## src/design/strobe_pkg.sv

```systemverilog
// Constants, types and register map for the row strobe and event interrupt.
package strobe_pkg;
  // Sample rate and system clock.
  localparam int SAMPLE_RATE_HZ = 8000;
  localparam int CLK_HZ = 20000000;
  localparam int CLK_PERIOD_NS = 50;
  // Row strobe timing in normal operation, in ms and in samples.
  localparam int ROW_PERIOD_MS = 200;
  localparam int ROW_HIGH_MS = 175;
  localparam int ROW_LOW_MS = 25;
  localparam int ROW_HIGH_SMP = ROW_HIGH_MS * SAMPLE_RATE_HZ / 1000;
  localparam int ROW_LOW_SMP = ROW_LOW_MS * SAMPLE_RATE_HZ / 1000;
  localparam int ROW_SMP = ROW_PERIOD_MS * SAMPLE_RATE_HZ / 1000;
  // Row strobe timing in message-cueing mode, in ns and in clock cycles.
  localparam int CUE_HIGH_NS = 109370;
  localparam int CUE_LOW_NS = 15630;
  localparam int CUE_HIGH_CYC = (CUE_HIGH_NS + CLK_PERIOD_NS - 1) / CLK_PERIOD_NS;
  localparam int CUE_LOW_CYC = (CUE_LOW_NS + CLK_PERIOD_NS - 1) / CLK_PERIOD_NS;
  // Sample tick dividers: internal from clk_i, external after halving.
  localparam int EXT_CLK_KHZ = 1024;
  localparam int INT_DIV = CLK_HZ / SAMPLE_RATE_HZ;
  localparam int EXT_DIV = EXT_CLK_KHZ * 1000 / 2 / SAMPLE_RATE_HZ;
  // End-of-message marker positions per row.
  localparam int EOM_POSITIONS = 8;
  localparam int SEG_SMP = ROW_SMP / EOM_POSITIONS;
  // Memory rows and counter widths.
  localparam int NUM_ROWS = 2400;
  localparam int ROW_W = 12;
  localparam int CNT_W = 12;
  localparam int ADDR_W = 4;
  localparam int DATA_W = 16;
  // Register offsets.
  localparam logic [3:0] REG_CTRL = 4'h0;
  localparam logic [3:0] REG_STATUS = 4'h1;
  localparam logic [3:0] REG_MASK = 4'h2;
  localparam logic [3:0] REG_OPSTATE = 4'h3;
  localparam logic [3:0] REG_ROWADDR = 4'h4;
  localparam logic [3:0] REG_INTFLAGS = 4'h5;
  // Reset values.
  localparam logic [1:0] CTRL_RESET = 2'h0;
  localparam logic [2:0] MASK_RESET = 3'h0;
  // Control bits set by software.
  typedef struct packed {
    logic ext_clk_sel;
    logic cue_mode;
  } ctrl_t;
  // Events of one clock cycle; also the layout of status and mask.
  typedef struct packed {
    logic row_end;
    logic end_of_message_flag;
    logic ovf;
  } event_t;
  // Strobe sequencer states.
  typedef enum logic [1:0] {
    ST_IDLE = 2'b00,
    ST_LEAD = 2'b01,
    ST_HIGH = 2'b10,
    ST_LOW = 2'b11
  } st_t;
endpackage : strobe_pkg

```

## src/design/sample_tick_gen.sv

```systemverilog
// Sample tick generator from the system clock or the external sample clock.
`timescale 1ns/100ps
module sample_tick_gen
  import strobe_pkg::*;
#(
  parameter int INT_DIV_P = INT_DIV,
  parameter int EXT_DIV_P = EXT_DIV
)(
  input wire logic clk_i,
  input wire logic reset_i,
  input wire logic ext_sel_i,
  input wire logic external_sample_clock_i,
  output logic tick_o
);
  logic ext_prev_r;
  logic half_r;
  logic [CNT_W-1:0] int_cnt_r;
  logic [CNT_W-1:0] ext_cnt_r;
  wire ext_rise = external_sample_clock_i & ~ext_prev_r;
  // Halved clock rises on every second input rise, so duty cycle is moot.
  wire half_rise = ext_rise & ~half_r;
  wire int_wrap = int_cnt_r == CNT_W'(INT_DIV_P - 1);
  wire ext_wrap = half_rise && ext_cnt_r == CNT_W'(EXT_DIV_P - 1);
  wire tick_nxt = ext_sel_i ? ext_wrap : int_wrap;

  // Divide both sources down to one tick per sample.
  always_ff @(posedge clk_i or posedge reset_i)
  begin
    if (reset_i)
    begin
      ext_prev_r <= 1'b0;
      half_r <= 1'b0;
      int_cnt_r <= '0;
      ext_cnt_r <= '0;
      tick_o <= 1'b0;
    end
    else
    begin
      ext_prev_r <= external_sample_clock_i;
      half_r <= half_r ^ ext_rise;
      int_cnt_r <= int_wrap ? '0 : int_cnt_r + 1'b1;
      if (half_rise)
        ext_cnt_r <= ext_wrap ? '0 : ext_cnt_r + 1'b1;
      tick_o <= tick_nxt;
    end
  end
endmodule : sample_tick_gen

```

## src/design/row_strobe_and_event_interrupt.sv

```systemverilog
// Row boundary strobe, end-of-operation events and interrupt outputs.
//
// The strobed register port and the placing of the registers were left to the implementer.
`timescale 1ns/100ps
// How it works
// - Strobe cycles once per row, 200 ms in normal operation
// - Normal row: high 175 ms, low 25 ms
// - Cueing row: high 109.37 us, low 15.63 us
// - Record start adds one extra low-length high
// - Strobe is open drain: pull low, release
// - Interrupt pin pulled low on overflow or END_OF_MESSAGE_FLAG
// - Each such ending operation interrupts anew
// - Next serial cycle start releases interrupt pin
// - Interrupt status readable by read instruction
// - Overflow set at memory end, record or play
// - END_OF_MESSAGE_FLAG flag set only during playback
// - Eight END_OF_MESSAGE_FLAG marker positions in every normal row; one, at row end, in a cueing row
// - External clock halved at once on entry
module row_strobe_and_event_interrupt
  import strobe_pkg::*;
#(
  parameter int NUM_ROWS_P = NUM_ROWS
)(
  input wire logic clk_i,
  input wire logic reset_i,
  input wire logic [ADDR_W-1:0] addr_i,
  input wire logic [DATA_W-1:0] wdata_i,
  input wire logic wr_i,
  input wire logic rd_i,
  output logic [DATA_W-1:0] rdata_o,
  input wire logic record_cmd_i,
  input wire logic play_cmd_i,
  input wire logic stop_cmd_i,
  input wire logic [ROW_W-1:0] start_row_i,
  input wire logic [EOM_POSITIONS-1:0] eom_marker_i,
  input wire logic serial_cycle_start_i,
  input wire logic read_interrupt_instruction_i,
  input wire logic external_sample_clock_i,
  output logic row_boundary_strobe_o,
  output logic row_boundary_strobe_oe_o,
  output logic int_o,
  output logic int_oe_o,
  output logic [ROW_W-1:0] row_addr_o,
  output logic [2:0] eom_pos_o,
  output logic busy_o,
  output logic overflow_flag_o,
  output logic end_of_message_flag_o,
  output logic irq_o
);
  ctrl_t ctrl_r;
  event_t status_r;
  event_t mask_r;
  st_t state_r;
  st_t state_nxt;
  logic rec_r;
  logic busy_r;
  logic [CNT_W-1:0] cnt_r;
  logic [CNT_W-1:0] cnt_nxt;
  logic [7:0] seg_cnt_r;
  logic [2:0] seg_r;
  logic [ROW_W-1:0] row_r;
  logic [ROW_W-1:0] row_nxt;
  logic int_low_r;
  logic ovf_flag_r;
  logic eom_flag_r;
  logic strobe_oe_r;
  logic zero_r;
  logic irq_r;
  logic [DATA_W-1:0] rdata_r;
  logic tick;

  // Phase length of a state in counted units, for either mode.
  function automatic logic [CNT_W-1:0] phase_len(input st_t st,
                                                 input logic cue);
    logic [CNT_W-1:0] len;
    len = '0;
    unique case (st)
      ST_LEAD: len = cue ? CNT_W'(CUE_LOW_CYC) : CNT_W'(ROW_LOW_SMP);
      ST_HIGH: len = cue ? CNT_W'(CUE_HIGH_CYC) : CNT_W'(ROW_HIGH_SMP);
      ST_LOW: len = cue ? CNT_W'(CUE_LOW_CYC) : CNT_W'(ROW_LOW_SMP);
      ST_IDLE: len = '0;
    endcase
    return len;
  endfunction : phase_len

  sample_tick_gen u_tick (
    .clk_i(clk_i),
    .reset_i(reset_i),
    .ext_sel_i(ctrl_r.ext_clk_sel),
    .external_sample_clock_i(external_sample_clock_i),
    .tick_o(tick)
  );

  // Cueing counts system clocks; normal operation counts samples.
  wire adv = (state_r != ST_IDLE) & (ctrl_r.cue_mode | tick);
  wire phase_done = adv && cnt_r == phase_len(state_r, ctrl_r.cue_mode) - 1'b1;
  wire start_op = record_cmd_i | play_cmd_i;
  wire row_done = state_r == ST_LOW && phase_done;
  wire last_row = row_r == ROW_W'(NUM_ROWS_P - 1);
  // Eight marker positions, one per eighth of a normal row; cueing checks all markers at row end.
  wire in_row = state_r == ST_HIGH || state_r == ST_LOW;
  wire seg_done = in_row && !ctrl_r.cue_mode && tick &&
                  seg_cnt_r == 8'(SEG_SMP - 1);
  wire eom_seg = seg_done && eom_marker_i[seg_r];
  wire eom_cue = ctrl_r.cue_mode && row_done && |eom_marker_i;
  // End-of-message only during playback.
  wire ev_eom = !rec_r && (eom_seg || eom_cue) && !stop_cmd_i;
  // Overflow at the end of the array in record or playback.
  wire ev_ovf = row_done && last_row && !stop_cmd_i;
  wire ev_row = row_done && !stop_cmd_i;
  wire op_end = ev_ovf | ev_eom;
  event_t ev;
  assign ev = '{row_end: ev_row, end_of_message_flag: ev_eom, ovf: ev_ovf};

  // Register decode.
  wire wr_ctrl = wr_i && addr_i == REG_CTRL;
  wire wr_status = wr_i && addr_i == REG_STATUS;
  wire wr_mask = wr_i && addr_i == REG_MASK;
  wire [2:0] status_clr = wr_status ? wdata_i[2:0] : 3'h0;
  // Events win over a write-one clear in the same cycle.
  wire [2:0] status_nxt = (status_r & ~status_clr) | ev;
  wire [2:0] mask_nxt = wr_mask ? wdata_i[2:0] : mask_r;
  wire [DATA_W-1:0] rd_mux =
    addr_i == REG_CTRL ? DATA_W'(ctrl_r) :
    addr_i == REG_STATUS ? DATA_W'(status_r) :
    addr_i == REG_MASK ? DATA_W'(mask_r) :
    addr_i == REG_OPSTATE ? DATA_W'({strobe_oe_r, rec_r, state_r}) :
    addr_i == REG_ROWADDR ? DATA_W'(row_r) :
    addr_i == REG_INTFLAGS ? DATA_W'({int_low_r, eom_flag_r, ovf_flag_r}) :
    16'h0000;

  // Sequencer next state: lead phase only on record start.
  always_comb
  begin
    state_nxt = state_r;
    cnt_nxt = adv ? cnt_r + 1'b1 : cnt_r;
    row_nxt = row_r;
    if (stop_cmd_i)
      state_nxt = ST_IDLE;
    else if (start_op)
    begin
      state_nxt = record_cmd_i ? ST_LEAD : ST_HIGH;
      cnt_nxt = '0;
      row_nxt = start_row_i;
    end
    else if (op_end)
      state_nxt = ST_IDLE;
    else if (phase_done)
    begin
      cnt_nxt = '0;
      unique case (state_r)
        ST_LEAD: state_nxt = ST_HIGH;
        ST_HIGH: state_nxt = ST_LOW;
        ST_LOW:
        begin
          state_nxt = ST_HIGH;
          row_nxt = row_r + 1'b1;
        end
        ST_IDLE: state_nxt = ST_IDLE;
      endcase
    end
  end

  // Sequencer registers.
  always_ff @(posedge clk_i or posedge reset_i)
  begin
    if (reset_i)
    begin
      state_r <= ST_IDLE;
      cnt_r <= '0;
      row_r <= '0;
      rec_r <= 1'b0;
      busy_r <= 1'b0;
    end
    else
    begin
      state_r <= state_nxt;
      busy_r <= state_nxt != ST_IDLE; // Busy output straight from a flop.
      cnt_r <= cnt_nxt;
      row_r <= row_nxt;
      if (start_op)
        rec_r <= record_cmd_i;
    end
  end

  // Marker position tracking within the row.
  always_ff @(posedge clk_i or posedge reset_i)
  begin
    if (reset_i)
    begin
      seg_cnt_r <= '0;
      seg_r <= '0;
    end
    else if (start_op || row_done)
    begin
      seg_cnt_r <= '0;
      seg_r <= '0;
    end
    else if (seg_done)
    begin
      seg_cnt_r <= '0;
      seg_r <= seg_r + 1'b1;
    end
    else if (in_row && !ctrl_r.cue_mode && tick)
      seg_cnt_r <= seg_cnt_r + 1'b1;
  end

  // Pin drivers: open drain, low only while the row end phase runs.
  always_ff @(posedge clk_i or posedge reset_i)
  begin
    if (reset_i)
    begin
      strobe_oe_r <= 1'b0;
      zero_r <= 1'b0;
    end
    else
    begin
      strobe_oe_r <= state_nxt == ST_LOW;
      zero_r <= 1'b0;
    end
  end

  // Interrupt pin and operation flags; a new event wins over the clear.
  always_ff @(posedge clk_i or posedge reset_i)
  begin
    if (reset_i)
    begin
      int_low_r <= 1'b0;
      ovf_flag_r <= 1'b0;
      eom_flag_r <= 1'b0;
    end
    else
    begin
      if (op_end)
        int_low_r <= 1'b1;
      else if (serial_cycle_start_i)
        int_low_r <= 1'b0;
      if (ev_ovf)
        ovf_flag_r <= 1'b1;
      else if (start_op)
        ovf_flag_r <= 1'b0;
      if (ev_eom)
        eom_flag_r <= 1'b1;
      else if (start_op)
        eom_flag_r <= 1'b0;
    end
  end

  // Register file and read port; the instruction also reads the flags.
  always_ff @(posedge clk_i or posedge reset_i)
  begin
    if (reset_i)
    begin
      ctrl_r <= CTRL_RESET;
      status_r <= '0;
      mask_r <= MASK_RESET;
      irq_r <= 1'b0;
      rdata_r <= '0;
    end
    else
    begin
      if (wr_ctrl)
        ctrl_r <= wdata_i[1:0];
      status_r <= status_nxt;
      mask_r <= mask_nxt;
      irq_r <= |(status_nxt & mask_nxt);
      if (read_interrupt_instruction_i)
        rdata_r <= DATA_W'({int_low_r, eom_flag_r, ovf_flag_r});
      else if (rd_i)
        rdata_r <= rd_mux;
      else
        rdata_r <= '0;
    end
  end

  assign row_boundary_strobe_o = zero_r;
  assign row_boundary_strobe_oe_o = strobe_oe_r;
  assign int_o = zero_r;
  assign int_oe_o = int_low_r;
  assign row_addr_o = row_r;
  assign eom_pos_o = seg_r;
  assign busy_o = busy_r;
  assign overflow_flag_o = ovf_flag_r;
  assign end_of_message_flag_o = eom_flag_r;
  assign irq_o = irq_r;
  assign rdata_o = rdata_r;

  // Helper: samples counted across the high and low phases of one row.
  logic [CNT_W-1:0] row_smp_h;
  always_ff @(posedge clk_i or posedge reset_i)
  begin
    if (reset_i)
      row_smp_h <= '0;
    else if (start_op || row_done || state_r == ST_IDLE)
      row_smp_h <= '0;
    else if (in_row && adv)
      row_smp_h <= row_smp_h + 1'b1;
  end
endmodule : row_strobe_and_event_interrupt

```

## config.mk

```make
export PLATFORM = sky130hd
export DESIGN_NAME = row_strobe_and_event_interrupt
export DESIGN_NICKNAME = d
export VERILOG_FILES = /design/src/design/strobe_pkg.sv /design/src/design/sample_tick_gen.sv /design/src/design/row_strobe_and_event_interrupt.sv
export SDC_FILE = /design/constraint.sdc
export NUM_CORES = 1
export LEC_CHECK = 0
export BUFFER_PORTS_ARGS = -buffer_cell sky130_fd_sc_hd__buf_2
export CORE_MARGIN = 10
export CORE_UTILIZATION = 30
export DETAILED_ROUTE_END_ITERATION = 6
export HOLD_SLACK_MARGIN = 0.15
export SYNTH_ARGS = -nofsm -noshare
export SYNTH_HDL_FRONTEND = slang
export SYNTH_SLANG_ARGS = --single-unit
```

## constraint.sdc

```tcl
create_clock -name clk_i -period 5 [get_ports clk_i]
set_input_delay 0.5 -clock clk_i [delete_from_list [all_inputs] [get_ports clk_i]]
set_output_delay 0.5 -clock clk_i [all_outputs]
set_load 0.05 [all_outputs]
```

## Word-level counts from Yosys, hierarchy flattened

Cells that the tools add are included.

| storage, ports and cells | value |
|---|---|
| register bits | 95 |
| input port bits | 50 |
| output and inout port bits | 39 |

| cells by class | value |
|---|---|
| $add $sub $neg | 7 |
| $lt $le $gt $ge | 1 |
| equality and inequality tests | 15 |
| muxes and demuxes | 43 |
| bitwise gates (word level) | 14 |
| reduce and logical (&&, ||, !) cells | 38 |

Operators by type and width:

| operator | count |
|---|---|
| 2-to-1 mux 12 bit | 19 |
| adder 12 x 1 -> 12 bit, second input constant | 4 |
| one-hot mux 12 bit (3 select lines) | 1 |
| equality test 12 bit, second input constant | 2 |
| 2-to-1 mux 8 bit | 3 |
| logical AND 1 bit | 17 |
| nonzero test 2 bit | 8 |
| 2-to-1 mux 3 bit | 5 |
| equality test 12 bit | 1 |
| equality test 12 x 6 -> 1 bit, second input constant | 1 |
| subtractor 12 x 1 -> 12 bit, second input constant | 1 |
| 2-to-1 mux 2 bit | 5 |
| 2-to-1 mux 9 bit | 1 |
| adder 8 x 1 -> 8 bit, second input constant | 1 |
| equality test 4 x 2 -> 1 bit, second input constant | 2 |
| equality test 4 x 3 -> 1 bit, second input constant | 2 |
| equality test 8 bit, second input constant | 1 |
| OR reduction 8 bit | 1 |
| 2-to-1 mux 1 bit | 7 |
| bitwise AND 3 bit | 2 |
| equality test 2 bit, second input constant | 3 |
| one-hot mux 2 bit (3 select lines) | 1 |
| equality test 4 x 1 -> 1 bit, second input constant | 1 |
| zero test 4 bit | 1 |
| 18 further kinds | 28 |

## Longest topological paths before layout

| logic depth | value |
|---|---|
| depth after elaboration | 17 |
| depth in mapped cells | 10 |
| mapped depth without buffers | 8 |

## Cells and area by module

Synthesis repeated with hierarchy kept, for this count alone.

| unflattened totals | value |
|---|---|
| cell total of the unflattened synthesis | 567 |
| area, all modules | 5,308.8 µm² |

By module, submodules not included:

| module | instances | cells an instance | area each (µm²) | seq. area each (µm²) |
|---|---|---|---|---|
| row_strobe_and_event_interrupt | 1 | 456 | 4,065.1 | 1,601.5 |
| sample_tick_gen | 1 | 111 | 1,243.7 | 675.6 |

## Least setup slack after synthesis

No wires, ideal clock.

| timing | value |
|---|---|
| kind | register -> register |
| start point | register seg_r[0], in the netlist eom_pos_o[0] |
| end point | register row_r[1], in the netlist row_addr_o[1] |
| library setup time | 0.123 ns |
| arrival | 2.439 ns |
| slack | 2.438 ns |
| cell stages (with the launch flop) | 9 |
| path buffers | 2 |
| cell sequence | dfrtp_1 > mux4_2 > o21ai_0 > nor3_2 > nor4bb_4 > buf_6 > buf_6 > nand2_2 > o221a_1 |

| between the ends | value |
|---|---|
| word-level cells in the longest chain between the ends | 9 |

RTL lines:

| element | RTL line | RTL |
|---|---|---|
| start, declared | row_strobe_and_event_interrupt.sv:60 | `logic [2:0] seg_r;` |
| start signal, assigned | row_strobe_and_event_interrupt.sv:202 | `seg_r <= seg_r + 1'b1;` |
| binary-select mux 1 bit (select 3 bit) | row_strobe_and_event_interrupt.sv:104 | `wire eom_seg = seg_done && eom_marker_i[seg_r];` |
| 2-to-1 mux 1 bit (implied by the code) | row_strobe_and_event_interrupt.sv:104 |  |
| logical AND 1 bit | row_strobe_and_event_interrupt.sv:104 |  |
| logical OR 1 bit | row_strobe_and_event_interrupt.sv:107 | `wire ev_eom = !rec_r && (eom_seg \|\| eom_cue) && !stop_cmd_i;` |
| logical AND 1 bit (2 in a row) | row_strobe_and_event_interrupt.sv:107 |  |
| OR 1 bit | row_strobe_and_event_interrupt.sv:111 | `wire op_end = ev_ovf \| ev_eom;` |
| inequality test 2 bit (no line) | - |  |
| AND reduction 4 bit (no line) | - |  |
| end signal, assigned | row_strobe_and_event_interrupt.sv:180 | `row_r <= row_nxt;` |
| end, declared | row_strobe_and_event_interrupt.sv:61 | `logic [ROW_W-1:0] row_r;` |

No other way between the ends. The select of a mux whose other input is x is not followed.
A chain may end at the register's enable or synchronous reset.

## Worst setup path after layout

| timing | value |
|---|---|
| start point | register state_r[0] |
| end point | register row_r[11], in the netlist row_addr_o[11] |

| between the ends | value |
|---|---|
| word-level cells in the longest chain between the ends | 15 |

RTL lines:

| element | RTL line | RTL |
|---|---|---|
| start, declared | row_strobe_and_event_interrupt.sv:53 | `st_t state_r;` |
| start signal, assigned | row_strobe_and_event_interrupt.sv:177 | `state_r <= state_nxt;` |
| equality test 2 bit or equality test 2 x 1 -> 1 bit (tied branches) | - |  |
| OR reduction 2 bit (no line) | - |  |
| one-hot mux 12 bit (3 select lines) | row_strobe_and_event_interrupt.sv:77 | `unique case (st)` |
| subtractor 12 x 1 -> 12 bit | row_strobe_and_event_interrupt.sv:96 | `wire phase_done = adv && cnt_r == phase_len(state_r, ctrl_r.cue_mode) - 1'b1;` |
| equality test 12 bit | row_strobe_and_event_interrupt.sv:96 |  |
| logical AND 1 bit | row_strobe_and_event_interrupt.sv:96 |  |
| logical AND 1 bit | row_strobe_and_event_interrupt.sv:98 | `wire row_done = state_r == ST_LOW && phase_done;` |
| logical AND 1 bit (2 in a row) | row_strobe_and_event_interrupt.sv:105 | `wire eom_cue = ctrl_r.cue_mode && row_done && \|eom_marker_i;` |
| logical OR 1 bit | row_strobe_and_event_interrupt.sv:107 |  |
| logical AND 1 bit (2 in a row) | row_strobe_and_event_interrupt.sv:107 |  |
| OR 1 bit | row_strobe_and_event_interrupt.sv:111 |  |
| inequality test 2 bit (no line) | - |  |
| AND reduction 4 bit (no line) (*) | - |  |

Mark *: on every way between the ends. The rest lies on a longest branch, timed or not.

==> metrics <==
drt pass-1 iters 4; CTS Buf Count 9; PD cells about 320 mW/mm^2; Detailed Route Iter0 Violations 273; ant diodes 0; Setup CP Type reg2reg; CP arrival between 3 and 4 ns; DR WL/cell 15.33 um; layout cells sized above 1 0.1976; grt total ovfl 0; Avg Cell Area, Syn 9.667 sq um; Synth Flop Type dfrtp_1; nature of the critical path startpoint register; status finished, final reports clean; Min-Delay Path Class in2async; clock sink count 91; # resized after CTS 0; Clock Path Buffers 2; Yosys reg bits 91; R2R Setup Slk between 1.5 and 2 ns; GRT Total Usage 0.1123; Crit path largest cell delay 0.73 ns; Setup TNS 0 ns; # setup viols final 0; Max VDD drop 0.1631 mV; period utilization 0.6566; CTS tree built; Slew @ Worst Pin 1.078 ns; cell internal pwr approximately 0.0013 W; Hold Slack ~0.25 ns; DP HPWL 8915 um; core area 0.01600 sq mm; RSZ-0062 raised after global routing no; Setup Skew 0.008837 ns; Clk pwr share 0.403; PnR worst setup slack between 1.5 and 2 ns; first-pass GRT wire length between 20000 and 25000 um; Die Y-Extent around 150 um; postcts setup bufs 0; worst r2r src state_r[0]$_DFF_PP0_; Sw Ratio 0.2868; PortBufs 69; fraction of registers with async set/reset 1.000; maxcap violations 0; register area share after synthesis 0.4601; worst path cell trace and2b_1 > mux2i_1 > o311ai_0 > and4b_4 > nor4bb_4 > a31oi_1 > a211o_1; CP max-delay cell nor4bb_4; I/O pin cnt 89; Routed Antenna Nets 0; Max Fclk 304.6 MHz; Initial Utilization 0.3094; routed via count divided by cell count 5.043; combinational fraction of design power 0.142; Lkg Pwr 2.601 nW; antenna violations before repair 0; WL final about 12000 um; Via Count approximately 4000; fin. max-slew vios 0; Rel. slew slack 0.2786; Root Buffer Master clkbuf_16; hold buffers post-CTS 0; Worst Reg-to-Reg Cells 7; crit-path max FO 22; Hold Violations, Final 0; Fillers 1675; largest net degree at the start of global routing 51; Final Wtd Congestion between 0.8 and 0.9; site row count 46; H-tree depth 3; Post-synth EDFFs 0; DP Worst Slack between 1.5 and 2 ns; NumNets Final 629; total power draw 0.001881 W; Mapped Cells between 500 and 600; clock slew at reported path FFs 0.07 ns; Die W 148.5 um; Residual DRC 0; die area 0.02204 sq mm; vias in the first global route around 4000; Tmin final 3.283 ns; Seq pwr share 0.454; Ys Warns 0; critical path data required time 5.24 ns; count of cell types in the netlist 71; Worst Setup End Kind register; area grow syn2layout 16.91%; Skew-Pair Late Insertion Delay 0.35 ns; Worst R2R End row_addr_o[11]$_DFFE_PP0P_; synthesized area 0.004950 sq mm; NetSw 0.0005394 W
[cells in the final DEF (no fill, tap or decap), types with 5 or more instances in the layout]
cell       synthesis  routed
dfrtp_1           91      91
nor4_1             5       5
xor2_1            19      19
mux2i_1            8       8
nor3_1             7       7
buf_2              3      69
nand3b_1           5       5
inv_1             14      13
nand4_1           18      18
and2_1            14      14
nor2_1            50      50
mux2_2             7       7
nand2_1           51      51
a21oi_1           16      16
nor2b_1            8       8
clkbuf_16          0       9
and3_1            11      11
xnor2_1           18      18
a211oi_1           7       7
o21ai_0           19      19
nand3_1           21      21
conb_1             1       6
ha_1               7       7
and4_1             5       5
a22oi_1            6       6
[synth_stat cells, types with 4 or more instances]
library cell,n,area [sq um]
nor4_1,5,31.28
and3_1,11,68.82
a21o_1,4,30.03
nor2b_1,8,50.05
nand2b_1,4,25.02
nand2_1,51,191.4
dfrtp_1,91,2277
a211oi_1,7,52.55
a22oi_1,6,45.04
and4_1,5,43.79
a21oi_1,16,80.08
mux2_2,7,78.83
xnor2_1,18,157.7
nor2_1,50,187.7
nand4_1,18,112.6
nor3b_1,4,30.03
nand3_1,21,105.1
o21ai_0,19,95.09
and2_1,14,87.58
clkbuf_1,13,48.80
a311oi_1,4,35.03
nor3_1,7,35.03
or3_1,4,25.02
ha_1,7,87.58
a221oi_1,4,35.03
buf_4,7,52.55
xor2_1,19,166.4
nand3b_1,5,37.54
mux2i_1,8,80.08
inv_1,14,52.55
[how the worst max path moves through the flow]
stage,startpoint,endpoint,slack [ns]
2_1_floorplan,reset_i,busy_o$_DFF_PP0_,2.14
3_3_place_gp,state_r[0]$_DFF_PP0_,row_addr_o[11]$_DFFE_PP0P_,1.81
3_5_place_dp,state_r[0]$_DFF_PP0_,row_addr_o[11]$_DFFE_PP0P_,1.79
4_1_cts,state_r[0]$_DFF_PP0_,row_addr_o[11]$_DFFE_PP0P_,1.72
5_1_grt,state_r[0]$_DFF_PP0_,row_addr_o[11]$_DFFE_PP0P_,1.40
6_report,state_r[0]$_DFF_PP0_,row_addr_o[11]$_DFFE_PP0P_,1.72
[metrics by stage]
stage | util | std cells | instance area, sq um
3_5_place_dp | 0.3406 | 777 | 5450
5_1_grt | 0.3617 | 793 | 5787
4_1_cts | 0.3617 | 793 | 5787
2_1_floorplan | - | 517 | 4969
6_report | 0.3617 | 793 | 5787
3_3_place_gp | 0.3406 | 777 | 5450
[cells by family (layout without fill, tap and decap cells)]
logic type | Yosys count | count (layout) | synth area share
AND/OR/NAND/NOR | 232 | 232 | 0.2548
flip-flops | 91 | 91 | 0.4601
AO/OA/AOI/OAI | 88 | 88 | 0.1251
buffers and inverters | 40 | 100 | 0.03943
XOR/XNOR | 37 | 37 | 0.06547
multiplexers | 16 | 16 | 0.03665
adder cells (fa/ha/maj) | 7 | 7 | 0.01769
other | 1 | 6 | 0.0007576
[registers in the layout (all words and copies together), names as in the netlist, 3 cells and up]
| register | flops |
|---|---|
| cnt_r | 12 |
| rdata_o | 12 |
| row_addr_o | 12 |
| u_tick.ext_cnt_r | 12 |
| u_tick.int_cnt_r | 12 |
| seg_cnt_r | 8 |
| eom_pos_o | 3 |
| mask_r | 3 |
| status_r | 3 |
[cell type report]
type / count / area, sq um / area share
multi-input combinational: 386 / 2496 / 0.4314
clock inverter: 6 / 97.59 / 0.01686
clock buffer: 10 / 239.0 / 0.04130
timing repair buffer: 70 / 352.8 / 0.06097
inverter: 14 / 53.80 / 0.009297
tap: 216 / 270.3 / 0.04670
sequential: 91 / 2277 / 0.3935
[worst max-delay path, delay by kind of cell (launching register included)]
family / cells / cell delay [ns]
AND/OR/NAND/NOR: 3 / 1.47
AO/OA/AOI/OAI: 3 / 1.00
flip-flops: 1 / 0.62
multiplexers: 1 / 0.08
[per-layer routing]
metal,GRT usage,vias up,part of all wire
met5,0,-,0
met1,0.1420,1936,0.45
li1,-,1954,-
met2,0.1798,95,0.49
met3,0.03095,14,0.050
met4,0.03865,0,0.014
[power by group through the flow]
stage | combinational, W | clock [W] | sequential, W
after floorplan | 0.000167 | 0 | 0.000892
after global placement | 0.000263 | 0 | 0.000866
after detailed placement | 0.000269 | 0 | 0.000867
after CTS | 0.000271 | 0.000782 | 0.000854
after global routing | 0.000298 | 0.000811 | 0.000867
final | 0.000268 | 0.000758 | 0.000855
Power figures use the tool's default switching activity.
